### src/core/dmp_map.svh
// Purpose: Timing counts for the dual asynchronous memory port controller.
// Assumes: sys_clk at 25 MHz, 40 ns period.
// Notes:   Times are kept in their own units; cycle counts derive from them.
`ifndef DMP_MAP_SVH
`define DMP_MAP_SVH

`define DMP_CLK_PERIOD_NS      40
`define DMP_POWERUP_US         200
`define DMP_POWERUP_CYC        ((`DMP_POWERUP_US * 1000 + `DMP_CLK_PERIOD_NS - 1) / `DMP_CLK_PERIOD_NS)
`define DMP_BREAK_US           4
`define DMP_BREAK_CYC          ((`DMP_BREAK_US * 1000) / `DMP_CLK_PERIOD_NS)
`define DMP_READ_CYCLE_NS      100
`define DMP_READ_CYCLE_CYC     ((`DMP_READ_CYCLE_NS + `DMP_CLK_PERIOD_NS - 1) / `DMP_CLK_PERIOD_NS)
`define DMP_WRITE_FAST_NS      80
`define DMP_WRITE_FAST_CYC     ((`DMP_WRITE_FAST_NS + `DMP_CLK_PERIOD_NS - 1) / `DMP_CLK_PERIOD_NS)
`define DMP_WRITE_SLOW_NS      100
`define DMP_WRITE_SLOW_CYC     ((`DMP_WRITE_SLOW_NS + `DMP_CLK_PERIOD_NS - 1) / `DMP_CLK_PERIOD_NS)
`define DMP_FAST_BURST_MAX     20
`define DMP_WARM_READS         2

`endif

### src/core/dmp_pkg.sv
// Purpose: Types for the dual asynchronous memory port controller.
// Assumes: Nothing beyond the map header.
// Notes:   States Gray-coded along the usual path.
package dmp_pkg;
	typedef enum logic [2:0] {
		DMP_POWERUP = 3'b000,
		DMP_WARM    = 3'b001,
		DMP_IDLE    = 3'b011,
		DMP_SETUP   = 3'b010,
		DMP_STROBE  = 3'b110,
		DMP_RECOVER = 3'b111,
		DMP_BREAK   = 3'b101
	} dmp_state_t;
endpackage

### src/core/dmp_counter.sv
// Purpose: Down counter used for every timed phase of the controller.
// Assumes: Load has priority over counting.
// Notes:   done is high while the count is zero.
`timescale 1ns/1ps
`default_nettype none
module dmp_counter (
	input  wire logic        sys_clk, // Clock
	input  wire logic        rst_n,   // Asynchronous reset, active low
	input  wire logic        load,    // Load a new count
	input  wire logic [15:0] value,   // Count to load
	output logic             done     // Count reached zero
);
	logic [15:0] count;

	// Load or count down towards zero
	always_ff @(posedge sys_clk or negedge rst_n) begin
		if (!rst_n)
			count <= 16'h0000;
		else if (load)
			count <= value;
		else if (count != 16'h0000)
			count <= count - 16'h0001;
	end

	assign done = (count == 16'h0000);
endmodule
`default_nettype wire

### src/core/dmp_ctrl.sv
// Purpose: Host-side controller for a two-die package (pseudo-static and static RAM).
// Assumes: One request at a time; pins driven from flip-flops on sys_clk.
// Notes:   Data bus is split into in, out and an active-low output enable.
`timescale 1ns/1ps
`default_nettype none
`include "dmp_map.svh"

// Function
// Pseudo-static write happens only while its select and write enable both low.
// Write starts with select, write enable low and one or both byte enables.
// Pseudo-static die ends a write at first rise of select or write enable.
// Static die frames writes the same way with its active-low select.
// Select-to-end-of-write measured from select falling to the write end.
// Address is valid and stable from set-up until the write begins.
// Address held stable through write recovery after the write ends.
// Pseudo-static read cycle is the later of address and select bounds.
// Dies float the shared bus before another die drives it.
// Fast write timing only up to 20 back-to-back writes, else slow.
// Keep pseudo-static select high 200 us after power-up before access.
// After the power-up wait, do at least two reads before normal use.
// Pseudo-static die inserts no wait states; precharge hidden.
// Pseudo-static die refreshes internally with no host action.
// Device never stalls; host has no hold-off input.
// Break non-read activity every 4 us with read or select high.
// Long write runs get a select-high gap every 4 us.
// Alternatively raise write enable for one read cycle every 4 us.
// Deep power down loses pseudo-static contents until rewritten.
// Select at most one die at a time so one drives the bus.
module dmp_ctrl
	import dmp_pkg::*;
(
	input  wire logic        sys_clk,                 // Clock, 25 MHz
	input  wire logic        rst_n,                   // Asynchronous reset, active low
	input  wire logic        req_valid,               // Request present
	output logic             req_ready,               // Request taken this cycle
	input  wire logic        req_write,               // 1 write, 0 read
	input  wire logic        req_sram,                // 1 static die, 0 pseudo-static die
	input  wire logic [20:0] req_addr,                // Word address
	input  wire logic [15:0] req_wdata,               // Write data
	input  wire logic [1:0]  req_be,                  // Byte enables, bit1 high byte
	input  wire logic        sleep_req,               // Request deep power down
	output logic             rsp_valid,               // Read data valid pulse
	output logic [15:0]      rsp_rdata,               // Read data
	output logic             mem_ready,               // Power-up and warm-up complete
	output logic [20:0]      mem_addr,                // Shared address
	input  wire logic [15:0] mem_dq_in,               // Shared data in
	output logic [15:0]      mem_dq_out,              // Shared data out
	output logic             mem_dq_oe_n,             // Data drive enable, low drives
	output logic             mem_write_n,             // Shared write enable
	output logic             mem_read_n,              // Shared output enable
	output logic             psram_select_n,          // Pseudo-static select
	output logic             psram_sleep_n,           // Pseudo-static deep power down
	output logic             psram_high_byte_n,       // Pseudo-static high byte enable
	output logic             psram_low_byte_n,        // Pseudo-static low byte enable
	output logic             sram_select_active_low,  // Static select, active low
	output logic             sram_select_active_high, // Static select, active high
	output logic             sram_high_byte_n,        // Static high byte enable
	output logic             sram_low_byte_n          // Static low byte enable
);
	dmp_state_t  state;
	dmp_state_t  next_state;
	logic        cur_write;
	logic        cur_sram;
	logic [1:0]  cur_be;
	logic [4:0]  burst_len;
	logic [1:0]  warm_cnt;
	logic [15:0] run_cnt;
	logic        load;
	logic [15:0] load_val;
	logic        done;
	logic        strobe_on;
	logic        fast_ok;
	logic        break_due;
	logic        up_armed;

	dmp_counter u_timer (
		.sys_clk (sys_clk),
		.rst_n   (rst_n),
		.load    (load),
		.value   (load_val),
		.done    (done)
	);

	// Fast timing allowed while the write burst stays within its limit
	assign fast_ok   = (burst_len < 5'(`DMP_FAST_BURST_MAX));
	assign break_due = (run_cnt >= 16'(`DMP_BREAK_CYC));
	assign req_ready = (state == DMP_IDLE) && req_valid && !break_due && !sleep_req;

	// Next state; device never stalls, so phases are pure time counts
	always_comb begin
		next_state = state;
		load       = 1'b0;
		load_val   = 16'h0000;
		case (state)
			DMP_POWERUP: begin
				if (!up_armed || !psram_sleep_n) begin
					load       = 1'b1;
					load_val   = 16'(`DMP_POWERUP_CYC);
				end else if (done) begin
					next_state = DMP_SETUP;
					load       = 1'b1;
					load_val   = 16'h0001;
				end
			end
			DMP_WARM: begin
				next_state = (warm_cnt >= 2'(`DMP_WARM_READS)) ? DMP_IDLE : DMP_SETUP;
				load       = 1'b1;
				load_val   = 16'h0001;
			end
			DMP_IDLE: begin
				if (sleep_req) begin
					next_state = DMP_POWERUP;
					load       = 1'b1;
					load_val   = 16'(`DMP_POWERUP_CYC);
				end else if (break_due) begin
					next_state = DMP_BREAK;
					load       = 1'b1;
					load_val   = 16'(`DMP_READ_CYCLE_CYC);
				end else if (req_valid) begin
					next_state = DMP_SETUP;
					load       = 1'b1;
					load_val   = 16'h0001;
				end
			end
			DMP_SETUP: begin
				if (done) begin
					next_state = DMP_STROBE;
					load       = 1'b1;
					if (!cur_write)
						load_val = 16'(`DMP_READ_CYCLE_CYC) - 16'h0001;
					else if (fast_ok)
						load_val = 16'(`DMP_WRITE_FAST_CYC) - 16'h0001;
					else
						load_val = 16'(`DMP_WRITE_SLOW_CYC) - 16'h0001;
				end
			end
			DMP_STROBE: begin
				if (done) begin
					next_state = DMP_RECOVER;
					load       = 1'b1;
					load_val   = 16'h0000;
				end
			end
			DMP_RECOVER: begin
				next_state = mem_ready ? DMP_IDLE : DMP_WARM;
			end
			DMP_BREAK: begin
				if (done)
					next_state = DMP_IDLE;
			end
			default: begin
				next_state = DMP_POWERUP;
			end
		endcase
	end

	// State register
	always_ff @(posedge sys_clk or negedge rst_n) begin
		if (!rst_n)
			state <= DMP_POWERUP;
		else
			state <= next_state;
	end

	// Power-up wait armed once the full count is loaded; reset leaves the timer at zero
	always_ff @(posedge sys_clk or negedge rst_n) begin
		if (!rst_n)
			up_armed <= 1'b0;
		else
			up_armed <= (state == DMP_POWERUP) && psram_sleep_n;
	end

	// Latch the request at acceptance; warm-up reads target the pseudo-static die
	always_ff @(posedge sys_clk or negedge rst_n) begin
		if (!rst_n) begin
			cur_write <= 1'b0;
			cur_sram  <= 1'b0;
			cur_be    <= 2'b00;
		end else if (req_ready) begin
			cur_write <= req_write;
			cur_sram  <= req_sram;
			cur_be    <= req_be;
		end else if (state == DMP_POWERUP || state == DMP_WARM) begin
			cur_write <= 1'b0;
			cur_sram  <= 1'b0;
			cur_be    <= 2'b11;
		end
	end

	// Address and write data held from set-up through recovery
	always_ff @(posedge sys_clk or negedge rst_n) begin
		if (!rst_n) begin
			mem_addr   <= 21'h000000;
			mem_dq_out <= 16'h0000;
		end else if (req_ready) begin
			mem_addr   <= req_addr;
			mem_dq_out <= req_wdata;
		end else if (state == DMP_POWERUP) begin
			mem_addr   <= 21'h000000;
		end
	end

	// Warm-up read count and ready flag
	always_ff @(posedge sys_clk or negedge rst_n) begin
		if (!rst_n) begin
			warm_cnt  <= 2'b00;
			mem_ready <= 1'b0;
		end else if (state == DMP_POWERUP) begin
			warm_cnt  <= 2'b00;
			mem_ready <= 1'b0;
		end else if (state == DMP_RECOVER && !mem_ready) begin
			warm_cnt <= warm_cnt + 2'b01;
		end else if (state == DMP_WARM && next_state == DMP_IDLE) begin
			mem_ready <= 1'b1;
		end
	end

	// Back-to-back write count; any read or break resets it, idle gaps do not
	always_ff @(posedge sys_clk or negedge rst_n) begin
		if (!rst_n)
			burst_len <= 5'h00;
		else if (state == DMP_RECOVER && cur_write && burst_len != 5'h1F)
			burst_len <= burst_len + 5'h01;
		else if (state == DMP_BREAK || (state == DMP_RECOVER && !cur_write))
			burst_len <= 5'h00;
	end

	// Time spent without a completed read or a select-high gap
	always_ff @(posedge sys_clk or negedge rst_n) begin
		if (!rst_n)
			run_cnt <= 16'h0000;
		else if (state == DMP_BREAK || state == DMP_POWERUP)
			run_cnt <= 16'h0000;
		else if (state == DMP_RECOVER && !cur_write)
			run_cnt <= 16'h0000;
		else if (state == DMP_IDLE && !req_valid)
			run_cnt <= 16'h0000;
		else if (!break_due)
			run_cnt <= run_cnt + 16'h0001;
	end

	// Strobe window; one die at a time, selects stay inactive in break and power-up
	assign strobe_on = (state == DMP_STROBE);

	always_ff @(posedge sys_clk or negedge rst_n) begin
		if (!rst_n) begin
			psram_select_n          <= 1'b1;
			sram_select_active_low  <= 1'b1;
			sram_select_active_high <= 1'b0;
			psram_high_byte_n       <= 1'b1;
			psram_low_byte_n        <= 1'b1;
			sram_high_byte_n        <= 1'b1;
			sram_low_byte_n         <= 1'b1;
			mem_write_n             <= 1'b1;
			mem_read_n              <= 1'b1;
			mem_dq_oe_n             <= 1'b1;
		end else begin
			psram_select_n          <= !(next_state == DMP_STROBE && !cur_sram);
			sram_select_active_low  <= !(next_state == DMP_STROBE && cur_sram);
			sram_select_active_high <= (next_state == DMP_STROBE && cur_sram);
			psram_high_byte_n       <= !(next_state == DMP_STROBE && !cur_sram && cur_be[1]);
			psram_low_byte_n        <= !(next_state == DMP_STROBE && !cur_sram && cur_be[0]);
			sram_high_byte_n        <= !(next_state == DMP_STROBE && cur_sram && cur_be[1]);
			sram_low_byte_n         <= !(next_state == DMP_STROBE && cur_sram && cur_be[0]);
			mem_write_n             <= !(next_state == DMP_STROBE && cur_write);
			mem_read_n              <= !(next_state == DMP_STROBE && !cur_write);
			mem_dq_oe_n             <= !((next_state == DMP_STROBE || next_state == DMP_RECOVER)
				&& cur_write && state != DMP_IDLE);
		end
	end

	// Deep power down pin, released when waking from sleep
	always_ff @(posedge sys_clk or negedge rst_n) begin
		if (!rst_n)
			psram_sleep_n <= 1'b1;
		else if (state == DMP_IDLE && sleep_req)
			psram_sleep_n <= 1'b0;
		else if (!sleep_req)
			psram_sleep_n <= 1'b1;
	end

	// Capture read data at the end of the strobe
	always_ff @(posedge sys_clk or negedge rst_n) begin
		if (!rst_n) begin
			rsp_valid <= 1'b0;
			rsp_rdata <= 16'h0000;
		end else begin
			rsp_valid <= strobe_on && done && !cur_write && mem_ready;
			if (strobe_on && done && !cur_write)
				rsp_rdata <= mem_dq_in;
		end
	end
endmodule
`default_nettype wire

### config.mk
export PLATFORM = sky130hd
export DESIGN_NAME = dmp_ctrl
export DESIGN_NICKNAME = d
export VERILOG_FILES = /design/src/core/dmp_pkg.sv /design/src/core/dmp_counter.sv /design/src/core/dmp_ctrl.sv
export VERILOG_INCLUDE_DIRS = /design/src /design/src/core
export SDC_FILE = /design/constraint.sdc
export NUM_CORES = 1
export LEC_CHECK = 0
export ABC_AREA = 1
export BUFFER_PORTS_ARGS = -buffer_cell sky130_fd_sc_hd__buf_2
export CORE_MARGIN = 4
export CORE_UTILIZATION = 53
export CTS_CLUSTER_SIZE = 8
export DETAILED_ROUTE_END_ITERATION = 16
export PLACE_DENSITY_LB_ADDON = 0.3
export SYNTH_ARGS = -nofsm -noshare
export SYNTH_HDL_FRONTEND = slang
export SYNTH_SLANG_ARGS = --single-unit
### constraint.sdc
create_clock -name sys_clk -period 2.34 [get_ports sys_clk]
set_clock_uncertainty 0.2 [all_clocks]
set_input_delay 0.468 -clock sys_clk [delete_from_list [all_inputs] [get_ports sys_clk]]
set_output_delay 0.468 -clock sys_clk [all_outputs]
set_load 0.02 [all_outputs]
==> qor.csv, run 1 <==
metric;value;unit
commonest non-fill, non-tap cell in the layout;nand2_1;
Iter 0 DRT Violations;288;
TNS Setup;-0.0128;ns
overflow left after global routing;0;
pwr/cell area;798;nW/um^2
RSZ-0062 raised after global routing;yes;
vias in the first global route;4728;
Register Area;2840;um^2
fraction of power consumed by sequential logic;40.8;%
vias per inst;5.32;
area leader, netlist;dfrtp_1;
IO buf count;127;
drt first pass iters;5;
Peak Freq;425;MHz
Yosys top cell area share;52.3;%
I/O pins;128;
switching power;1.64;mW
filler cell count;555;
highest-delay cell along the critical path;dfrtp_1;
initial antenna violation count;0;
initial core utilization;55.5;%
VDD IR-drop max;0.000477;V
violated checks;setup timing;
crit start category;flop;
Remaining DRCs;0;
max_cap viols;0;
Setup-failing EPs final;1;
hold_ws;0.00803;ns
final net count;810;
WL/cell;15.6;um
H-tree lvl count;4;
DP Cell Count;775;
DP HPWL;8.42;mm
Worst Hold Depth;3;
setup ws final;-0.0128;ns
core area;8890;um^2
Clock Sinks;113;
final hold violation count;0;
fin util;77.2;%
fin crit period;2.35;ns
CP max stage delay;0.38;ns
R2R cell count;10;
Final Cell Area;6860;um^2
routability cong.;0.861;
number of synthesis warnings;0;
layout cells sized above 1;28.0;%
largest net degree at the start of global routing;42;
CTS Buffer Depth;2;
Critical Path, Cell by Cell;inv_2, nor3_4, nand2_2, nor3_4, buf_6;
Layout Cells excl Fill;864;
Syn Nets;605;
Syn Inst Count;538;
Net Sw Frac;30.0;%
Final Max Tran Viols;0;
WL final;13.5;mm
first-pass GRT wire length;22.3;mm
die extent in x;104;um
mapped cell area;4930;um^2
multi-input logic area;1800;um^2
Ant. Diodes;0;
CP max FO;4;
Avg Cell Area, Syn;9.17;um^2
Setup Crit Path Kind;flop to primary output;
FF-to-FF Start;state[1];
latest clock arrival within the worst-skew pair;0.51;ns
most used cell, CP;nor3_4;
register area share after synthesis;57.6;%
required time of the critical path;1.67;ns
DIE HEIGHT;104;um
internal power;3.83;mW
CP arrival;1.68;ns
crit path capture type;primary output;
number of synthesized register bits;113;
GRT Util Overall;25.3;%
CTS Buf Count;17;
r2r endpoint;cur_be[0];
FP Rows;34;
Hold Path End;rsp_rdata[3];
Vias;4595;
most frequent cells in the layout;nand2_1, buf_2, dfrtp_1;
Least-Margin Pin Slew;0.556;ns
CTS root buffer;clkbuf_8;
combinational power share;18.3;%
CTS tree;done;
Reg clk slew, reported paths;0.06;ns
Clk pwr share;40.9;%
Min-Delay Path Class;input port to flop;
Worst R2R Setup Slack;0.18;ns
CP Launch Point;state[1];
Routed Antenna Nets;0;
placed cell area;5760;um^2
worst slack at placement;0.107;ns
hold path startpoint;mem_dq_in[3];
leakage;3.58;nW
Tcrit/Tclk final;101;%
slew margin rel.;62.9;%
most area-consuming cells after synthesis;dfrtp_1, nand2_1, dfstp_2, inv_1, nor2_1;
synth unique cells;34;
die area;10900;um^2
area growth from synthesis to layout;39.2;%
total power;5.47;mW
status;complete, but fails checks;
## layout make-up
type | instances | share of cell area, %
clock buffers | 20 | 6.34
clock inverters | 12 | 1.26
inverters | 65 | 3.55
multi-input cells | 348 | 26.2
flip-flops and latches | 113 | 41.4
well taps | 108 | 1.97
repair buffers | 198 | 19.2
## worst max-delay path by stage
stage	to	cells after the start
detailed placement	cur_be[0]	8
CTS	req_ready	6
global placement	cur_be[0]	10
floorplan	rsp_rdata[0]	10
finish	req_ready	5
global route	req_ready	5
## sequential cells by signal (all words and copies together) (netlist names), 2 cells and up
signal	flops
rsp_rdata	16
mem_dq_out	16
run_cnt	16
state	3
warm_cnt	2
u_timer.count	16
burst_len	5
mem_addr	21
cur_be	2
## power groups by stage
| stage | Clock [mW] | Combinational (mW) | Sequential [mW] |
|---|---|---|---|
| 3_5_place_dp | 0 | 0.905 | 2.26 |
| 5_1_grt | 2.37 | 1.13 | 2.25 |
| 2_1_floorplan | 0 | 0.593 | 2.28 |
| 3_3_place_gp | 0 | 0.875 | 2.25 |
| 6_report | 2.24 | 1.00 | 2.23 |
| 4_1_cts | 2.26 | 0.983 | 2.23 |
## kinds of logic after synthesis
logic type,share of synthesized area (%)
XOR/XNOR,2.13
buffers and inverters,6.27
flip-flops,57.6
adder cells (fa/ha/maj),1.52
AO/OA/AOI/OAI,8.55
AND/OR/NAND/NOR,23.9
## cells in the mapped netlist (all sizes together)
| library cell | number |
|---|---|
| nand2 | 141 |
| dfrtp | 103 |
| inv | 65 |
| nor2 | 62 |
| nand3 | 41 |
| a22o | 21 |
| o21ai | 20 |
| nor3 | 15 |
| a21oi | 13 |
| dfstp | 10 |
| buf | 9 |
| xor2 | 8 |
| nand4 | 7 |
| ha | 6 |
| xnor2 | 4 |
| clkbuf | 3 |
| a32o | 2 |
| o21bai | 2 |
| o22ai | 2 |
| a211oi | 1 |
| a31oi | 1 |
| nor4 | 1 |
| o31ai | 1 |
## routing by layer
metal / part of all wire [%] / global-route usage, % / vias up
li1: - / - / 2156
met4: 2.5 / 10.4 / 0
met2: 52 / 43.3 / 204
met5: 0 / 0 / -
met3: 7.0 / 7.20 / 34
met1: 39 / 29.8 / 2201
## worst max-delay path, delay by kind of cell (launching register included)
family | cells | cell delay [ns]
AND/OR/NAND/NOR | 3 | 0.55
flip-flops | 1 | 0.38
buffers and inverters | 2 | 0.24
## repair_timing
action | CTS | global route
gates resized for setup | 4 | 6
setup endpoints to repair | 1 | 25
hold endpoints to repair | 75 | 2
hold buffers | 49 | 2
pin swaps | 2 | 4
cloned | 0 | 0
setup buffers | 2 | 4
Power figures use the tool's default switching activity.
==> run 2: changes to the inputs <==
Settings changed: CELL_PAD_IN_SITES_DETAIL_PLACEMENT set to 1, CELL_PAD_IN_SITES_GLOBAL_PLACEMENT set to 1, CORE_UTILIZATION 53 to 39.
Clock period 2.34 ns to 2.51 ns, I/O delays scaled along.
==> run 2 against run 1 <==
The flow now finishes without violations. Critical path depth stayed put. Register-to-register slack gained 0.07 ns. Global-route usage decreased by 4.1 points. First-iteration DRC count shrank 27%. Utilization down 24 points. Cell count rose by 0.23%. Combinational power decreased by 13%. Final area shrank 6.0%. Non-clock buffer count down 58. Critical path type unchanged.
==> qor.csv, run 2 (synthesized netlist as in run 1, its figures left out) <==
metric;value;unit;change
Routed Antenna Nets;0;;unchanged
die area;14500;um^2;+33%
CTS Buffer Depth;2;;unchanged
GRT Util Overall;21.2;%;-4.1 points
fin crit period;2.38;ns;
initial antenna violation count;0;;unchanged
routability cong.;0.798;;-7.4%
Layout Cells excl Fill;866;;+0.23%
VDD IR-drop max;0.000447;V;-6.3%
largest net degree at the start of global routing;70;;+67%
I/O pins;128;;unchanged
status;completed;;
CP arrival;1.68;ns;about the same
largest register by flop count;mem_addr;;
Least-Margin Pin Slew;0.511;ns;-0.0456 ns
Min-Delay Path Class;input port to flop;;
Clock Sinks;113;;unchanged
first-pass GRT wire length;24.2;mm;+8.6%
Setup-failing EPs final;0;;-1
pwr/cell area;842;nW/um^2;+5.6%
drt first pass iters;4;;-1
initial core utilization;40.4;%;-15 points
Setup Crit Path Kind;flop to primary output;;
crit path capture type;primary output;;
Remaining DRCs;0;;unchanged
final hold violation count;0;;unchanged
vias per inst;4.93;;-7.4%
Ant. Diodes;0;;unchanged
area growth from synthesis to layout;30.8;%;
die extent in x;120;um;+15%
RSZ-0062 raised after global routing;no;;
Register Area;2840;um^2;about the same
WL final;14.4;mm;+7.0%
vias in the first global route;4834;;+2.2%
most frequent cells in the layout;nand2_1, buf_2, dfrtp_1;;
commonest non-fill, non-tap cell in the layout;nand2_1;;
H-tree lvl count;4;;unchanged
Reg clk slew, reported paths;0.05;ns;about the same
CTS Buf Count;17;;unchanged
crit start category;flop;;
hold_ws;0.0844;ns;+0.0764 ns
max_cap viols;0;;unchanged
max reg flops;21;;unchanged
DP Cell Count;832;;+7.4%
core area;12200;um^2;+37%
CTS root buffer;clkbuf_16;;
layout cells sized above 1;28.5;%;+0.47 points
required time of the critical path;1.81;ns;+0.14 ns
leakage;3.39;nW;-5.3%
overflow left after global routing;0;;unchanged
filler cell count;1504;;+170%
final net count;752;;-7.2%
FP Rows;40;;+18%
Iter 0 DRT Violations;211;;-27%
WL/cell;16.7;um;+6.8%
Worst R2R Setup Slack;0.25;ns;+0.07 ns
multi-input logic area;1790;um^2;-0.83%
Vias;4266;;-7.2%
Peak Freq;420;MHz;
DP HPWL;10.1;mm;+20%
Final Max Tran Viols;0;;unchanged
TNS Setup;0;ns;+0.0128 ns
Tcrit/Tclk final;94.9;%;
CTS tree;done;;
DIE HEIGHT;120;um;+15%
fin util;52.8;%;-24 points
CP max FO;4;;unchanged
slew margin rel.;65.6;%;+2.7 points
IO buf count;127;;unchanged
latest clock arrival within the worst-skew pair;0.42;ns;-0.09 ns
## run 2: cell types whose count changed in the layout (fill, tap and decap cells not counted), sizes merged
cell | before | now
clkbuf | 20 | 22
clkinv | 4 | 5
inv | 67 | 65
bufinv | 0 | 3
dlygate4sd3 | 51 | 1
clkinvlp | 6 | 2
buf | 147 | 139
## run 2: per-layer routing
| metal | global-route usage, % | up-vias | share of wire, % |
|---|---|---|---|
| li1 | - | 2026 | - |
| met1 | 24.1 | 2115 | 41 |
| met2 | 37.7 | 105 | 52 |
| met3 | 6.31 | 20 | 5.2 |
| met4 | 7.86 | 0 | 1.8 |
| met5 | 0 | - | 0 |
## run 2: final timing paths
check | startpoint | endpoint | cells after the start
worst max-delay path | state[0] | req_ready | 5
worst min-delay path | req_wdata[0] | mem_dq_out[0] | 3
worst max register to register | u_timer.count[0] | rsp_rdata[10] | 9
worst min register to register | mem_dq_out[7] | mem_dq_out[7] | 2
max in group asynchronous | rst_n | psram_low_byte_n | 3
min in group asynchronous | rst_n | u_timer.count[3] | 3
## run 2: per-stage QoR
stage | total power, mW | cell area (um^2) | setup WS (ns)
final | 5.43 | 6450 | 0.129
after floorplan | 2.68 | 4930 | 0.480
after CTS | 5.49 | 6450 | 0.0589
after detailed placement | 2.99 | 5820 | 0.255
after global routing | 5.70 | 6450 | 0.0229
after global placement | 2.95 | 5820 | 0.304
## run 2: worst max-delay path, stage by stage (launching register included)
cell,delay (ns)
dfrtp_1,0.41
inv_2,0.09
nor3_4,0.25
nand2_2,0.12
nor3_4,0.18
buf_2,0.21
## run 2: layout make-up
type,count,share of cell area (%)
Inverter,65,3.78
Tap cell,168,3.26
Sequential cell,113,44.0
Multi-Input combinational cell,348,27.7
Timing Repair Buffer,140,11.8
Clock buffer,22,7.35
Clock inverter,10,2.08
## run 2: what timing repair did
action	in CTS	in global routing
setup endpoints to repair	1	1
gates resized for setup	0	1
hold buffers	1	0
setup buffers	1	0
pin swaps	1	0
hold endpoints to repair	103	0
## run 2: where the power goes
group | switching (mW) | total [mW] | leakage, nW | internal [mW]
registers | 0.116 | 2.09 | 1.46 | 1.97
clock network | 0.840 | 2.47 | 0.296 | 1.63
logic | 0.560 | 0.874 | 1.64 | 0.313
==> run 3: changes to the inputs <==
Settings changed: CELL_PAD_IN_SITES_DETAIL_PLACEMENT 1 to 0, CELL_PAD_IN_SITES_GLOBAL_PLACEMENT 1 to 2, CORE_UTILIZATION 39 to 31.
==> run 3 against run 2 <==
Largest cell class unchanged. Sequential share of layout area is 0.64 points lower. Clock-buffer cell count is 1 lower. Combinational power is 2% lower. Critical endpoint unchanged. Fmax is 1.9% higher. Sequential power hardly changed.
==> qor.csv, run 3 (synthesized netlist as in run 1, its figures left out) <==
metric;value;unit;change
total power;5.43;mW;about the same
fin crit period;2.34;ns;-0.0440 ns
routability cong.;0.775;;-2.9%
CTS Buf Count;17;;unchanged
VDD IR-drop max;0.000453;V;+1.4%
crit path buf inv count;2;;unchanged
WL final;12.9;mm;-11%
Remaining DRCs;0;;unchanged
Ant. Diodes;0;;unchanged
status;completed;;
largest register by flop count;mem_addr;;
crit path capture type;primary output;;
WL/cell;14.1;um;-15%
required time of the critical path;1.81;ns;about the same
final net count;754;;+0.27%
crit start category;flop;;
max reg flops;21;;unchanged
die area;18000;um^2;+24%
DP HPWL;9.42;mm;-6.4%
Routed Antenna Nets;0;;unchanged
Worst path top cell family by delay;simple AND/OR/NAND/NOR gates;;
FP Rows;45;;+13%
CTS tree;done;;
most frequent cells in the layout;nand2_1, buf_2, dfrtp_1;;
pwr/cell area;830;nW/um^2;-1.4%
largest net degree at the start of global routing;46;;-34%
first-pass GRT wire length;21.4;mm;-11%
leakage;3.41;nW;+0.41%
filler cell count;1546;;+2.8%
layout cells sized above 1;29.0;%;+0.49 points
final hold violation count;0;;unchanged
most used cell, CP;nor3_4;;
Vias;4099;;-3.9%
RSZ-0062 raised after global routing;no;;
Clock Sinks;113;;unchanged
Setup Crit Path Kind;flop to primary output;;
Reg clk slew, reported paths;0.05;ns;about the same
H-tree lvl count;4;;unchanged
vias per inst;4.50;;-8.7%
Peak Freq;428;MHz;+1.9%
initial core utilization;32.1;%;-8.3 points
Tcrit/Tclk final;93.1;%;-1.8 points
fin util;42.6;%;-10 points
core area;15400;um^2;+26%
highest-delay cell along the critical path;dfrtp_1;;
initial antenna violation count;0;;unchanged
CP arrival;1.64;ns;-0.04 ns
vias in the first global route;4335;;-10%
die extent in x;134;um;+11%
CP max FO;4;;unchanged
Min-Delay Path Class;input port to flop;;
I/O pins;128;;unchanged
CTS Buffer Depth;2;;unchanged
Least-Margin Pin Slew;0.572;ns;+0.0611 ns
IO buf count;127;;unchanged
area growth from synthesis to layout;32.7;%;
Setup-failing EPs final;0;;unchanged
latest clock arrival within the worst-skew pair;0.41;ns;about the same
overflow left after global routing;0;;unchanged
TNS Setup;0;ns;unchanged
Final Max Tran Viols;0;;unchanged
GRT Util Overall;15.1;%;-6.1 points
slew margin rel.;61.9;%;-3.7 points
drt first pass iters;4;;unchanged
CP max stage delay;0.41;ns;about the same
DIE HEIGHT;134;um;+11%
commonest non-fill, non-tap cell in the layout;nand2_1;;
Critical Path, Cell by Cell;inv_2, nor3_4, nand2_2, nor3_4, buf_6;;
max_cap viols;0;;unchanged
Iter 0 DRT Violations;277;;+31%
CTS root buffer;clkbuf_16;;
[run 3: final cells by class]
cell class | instances | area [um^2] | share of cell area [%]
sequential | 113 | 2840 | 43.4
inverter | 65 | 246 | 3.77
timing repair buffer | 142 | 785 | 12.0
clock inverter | 11 | 153 | 2.33
clock buffer | 21 | 470 | 7.19
tap | 211 | 264 | 4.03
multi-input combinational | 348 | 1790 | 27.3
[run 3: final timing paths]
kind / start / end / slack, ns / cells after the start
min in group asynchronous: rst_n / u_timer.count[5] / 0.42 / 2
min: req_wdata[4] / mem_dq_out[4] / 0.09 / 3
max: state[0] / req_ready / 0.17 / 5
max in group asynchronous: rst_n / sram_high_byte_n / 0.99 / 3
min reg2reg: cur_write / mem_write_n / 0.26 / 1
max reg2reg: state[0] / mem_addr[7] / 0.23 / 9
[run 3: metrics by stage]
| stage | area, um^2 | instances | hold slack [ns] | setup slack [ns] |
|---|---|---|---|---|
| 2_1_floorplan | 4930 | 538 | 0.00641 | 0.480 |
| 3_3_place_gp | 5880 | 875 | 0.249 | 0.310 |
| 3_5_place_dp | 5880 | 875 | 0.249 | 0.247 |
| 4_1_cts | 6540 | 911 | 0.0741 | 0.00938 |
| 5_1_grt | 6550 | 911 | 0.0852 | 0.0293 |
| 6_report | 6550 | 911 | 0.0939 | 0.173 |
[run 3: worst register-to-register path, stage by stage (launching register included)]
cell and delay, ns:
dfrtp_1 0.41, inv_2 0.10, nor3_4 0.23, nand2_2 0.12, nor3_4 0.22, buf_4 0.15, buf_4 0.14, buf_4 0.15
buf_4 0.29, a22o_1 0.21
[run 3: metal layers]
| layer | track usage [%] | vias to the layer above | wire (um) |
|---|---|---|---|
| met5 | 0 | - | 0 |
| met4 | 4.92 | 0 | 95 |
| met3 | 6.11 | 8 | 811 |
| met2 | 24.8 | 110 | 6220 |
| met1 | 18.2 | 1952 | 5740 |
| li1 | - | 2029 | - |
[run 3: where the power goes]
group / total [mW] / switching, mW / internal, mW / leakage [nW]
logic: 0.854 / 0.543 / 0.311 / 1.65
registers: 2.08 / 0.105 / 1.97 / 1.46
clock network: 2.50 / 0.856 / 1.65 / 0.296
total: 5.43 / 1.50 / 3.93 / 3.41
[run 3: what timing repair did]
| item | CTS | global route |
|---|---|---|
| setup buffers | 3 | 0 |
| setup endpoints to repair | 1 | 2 |
| resized for setup | 1 | 5 |
| hold endpoints to repair | 35 | 0 |
| gates cloned | 0 | 0 |
| hold buffers | 1 | 0 |
| pin swaps | 2 | 1 |
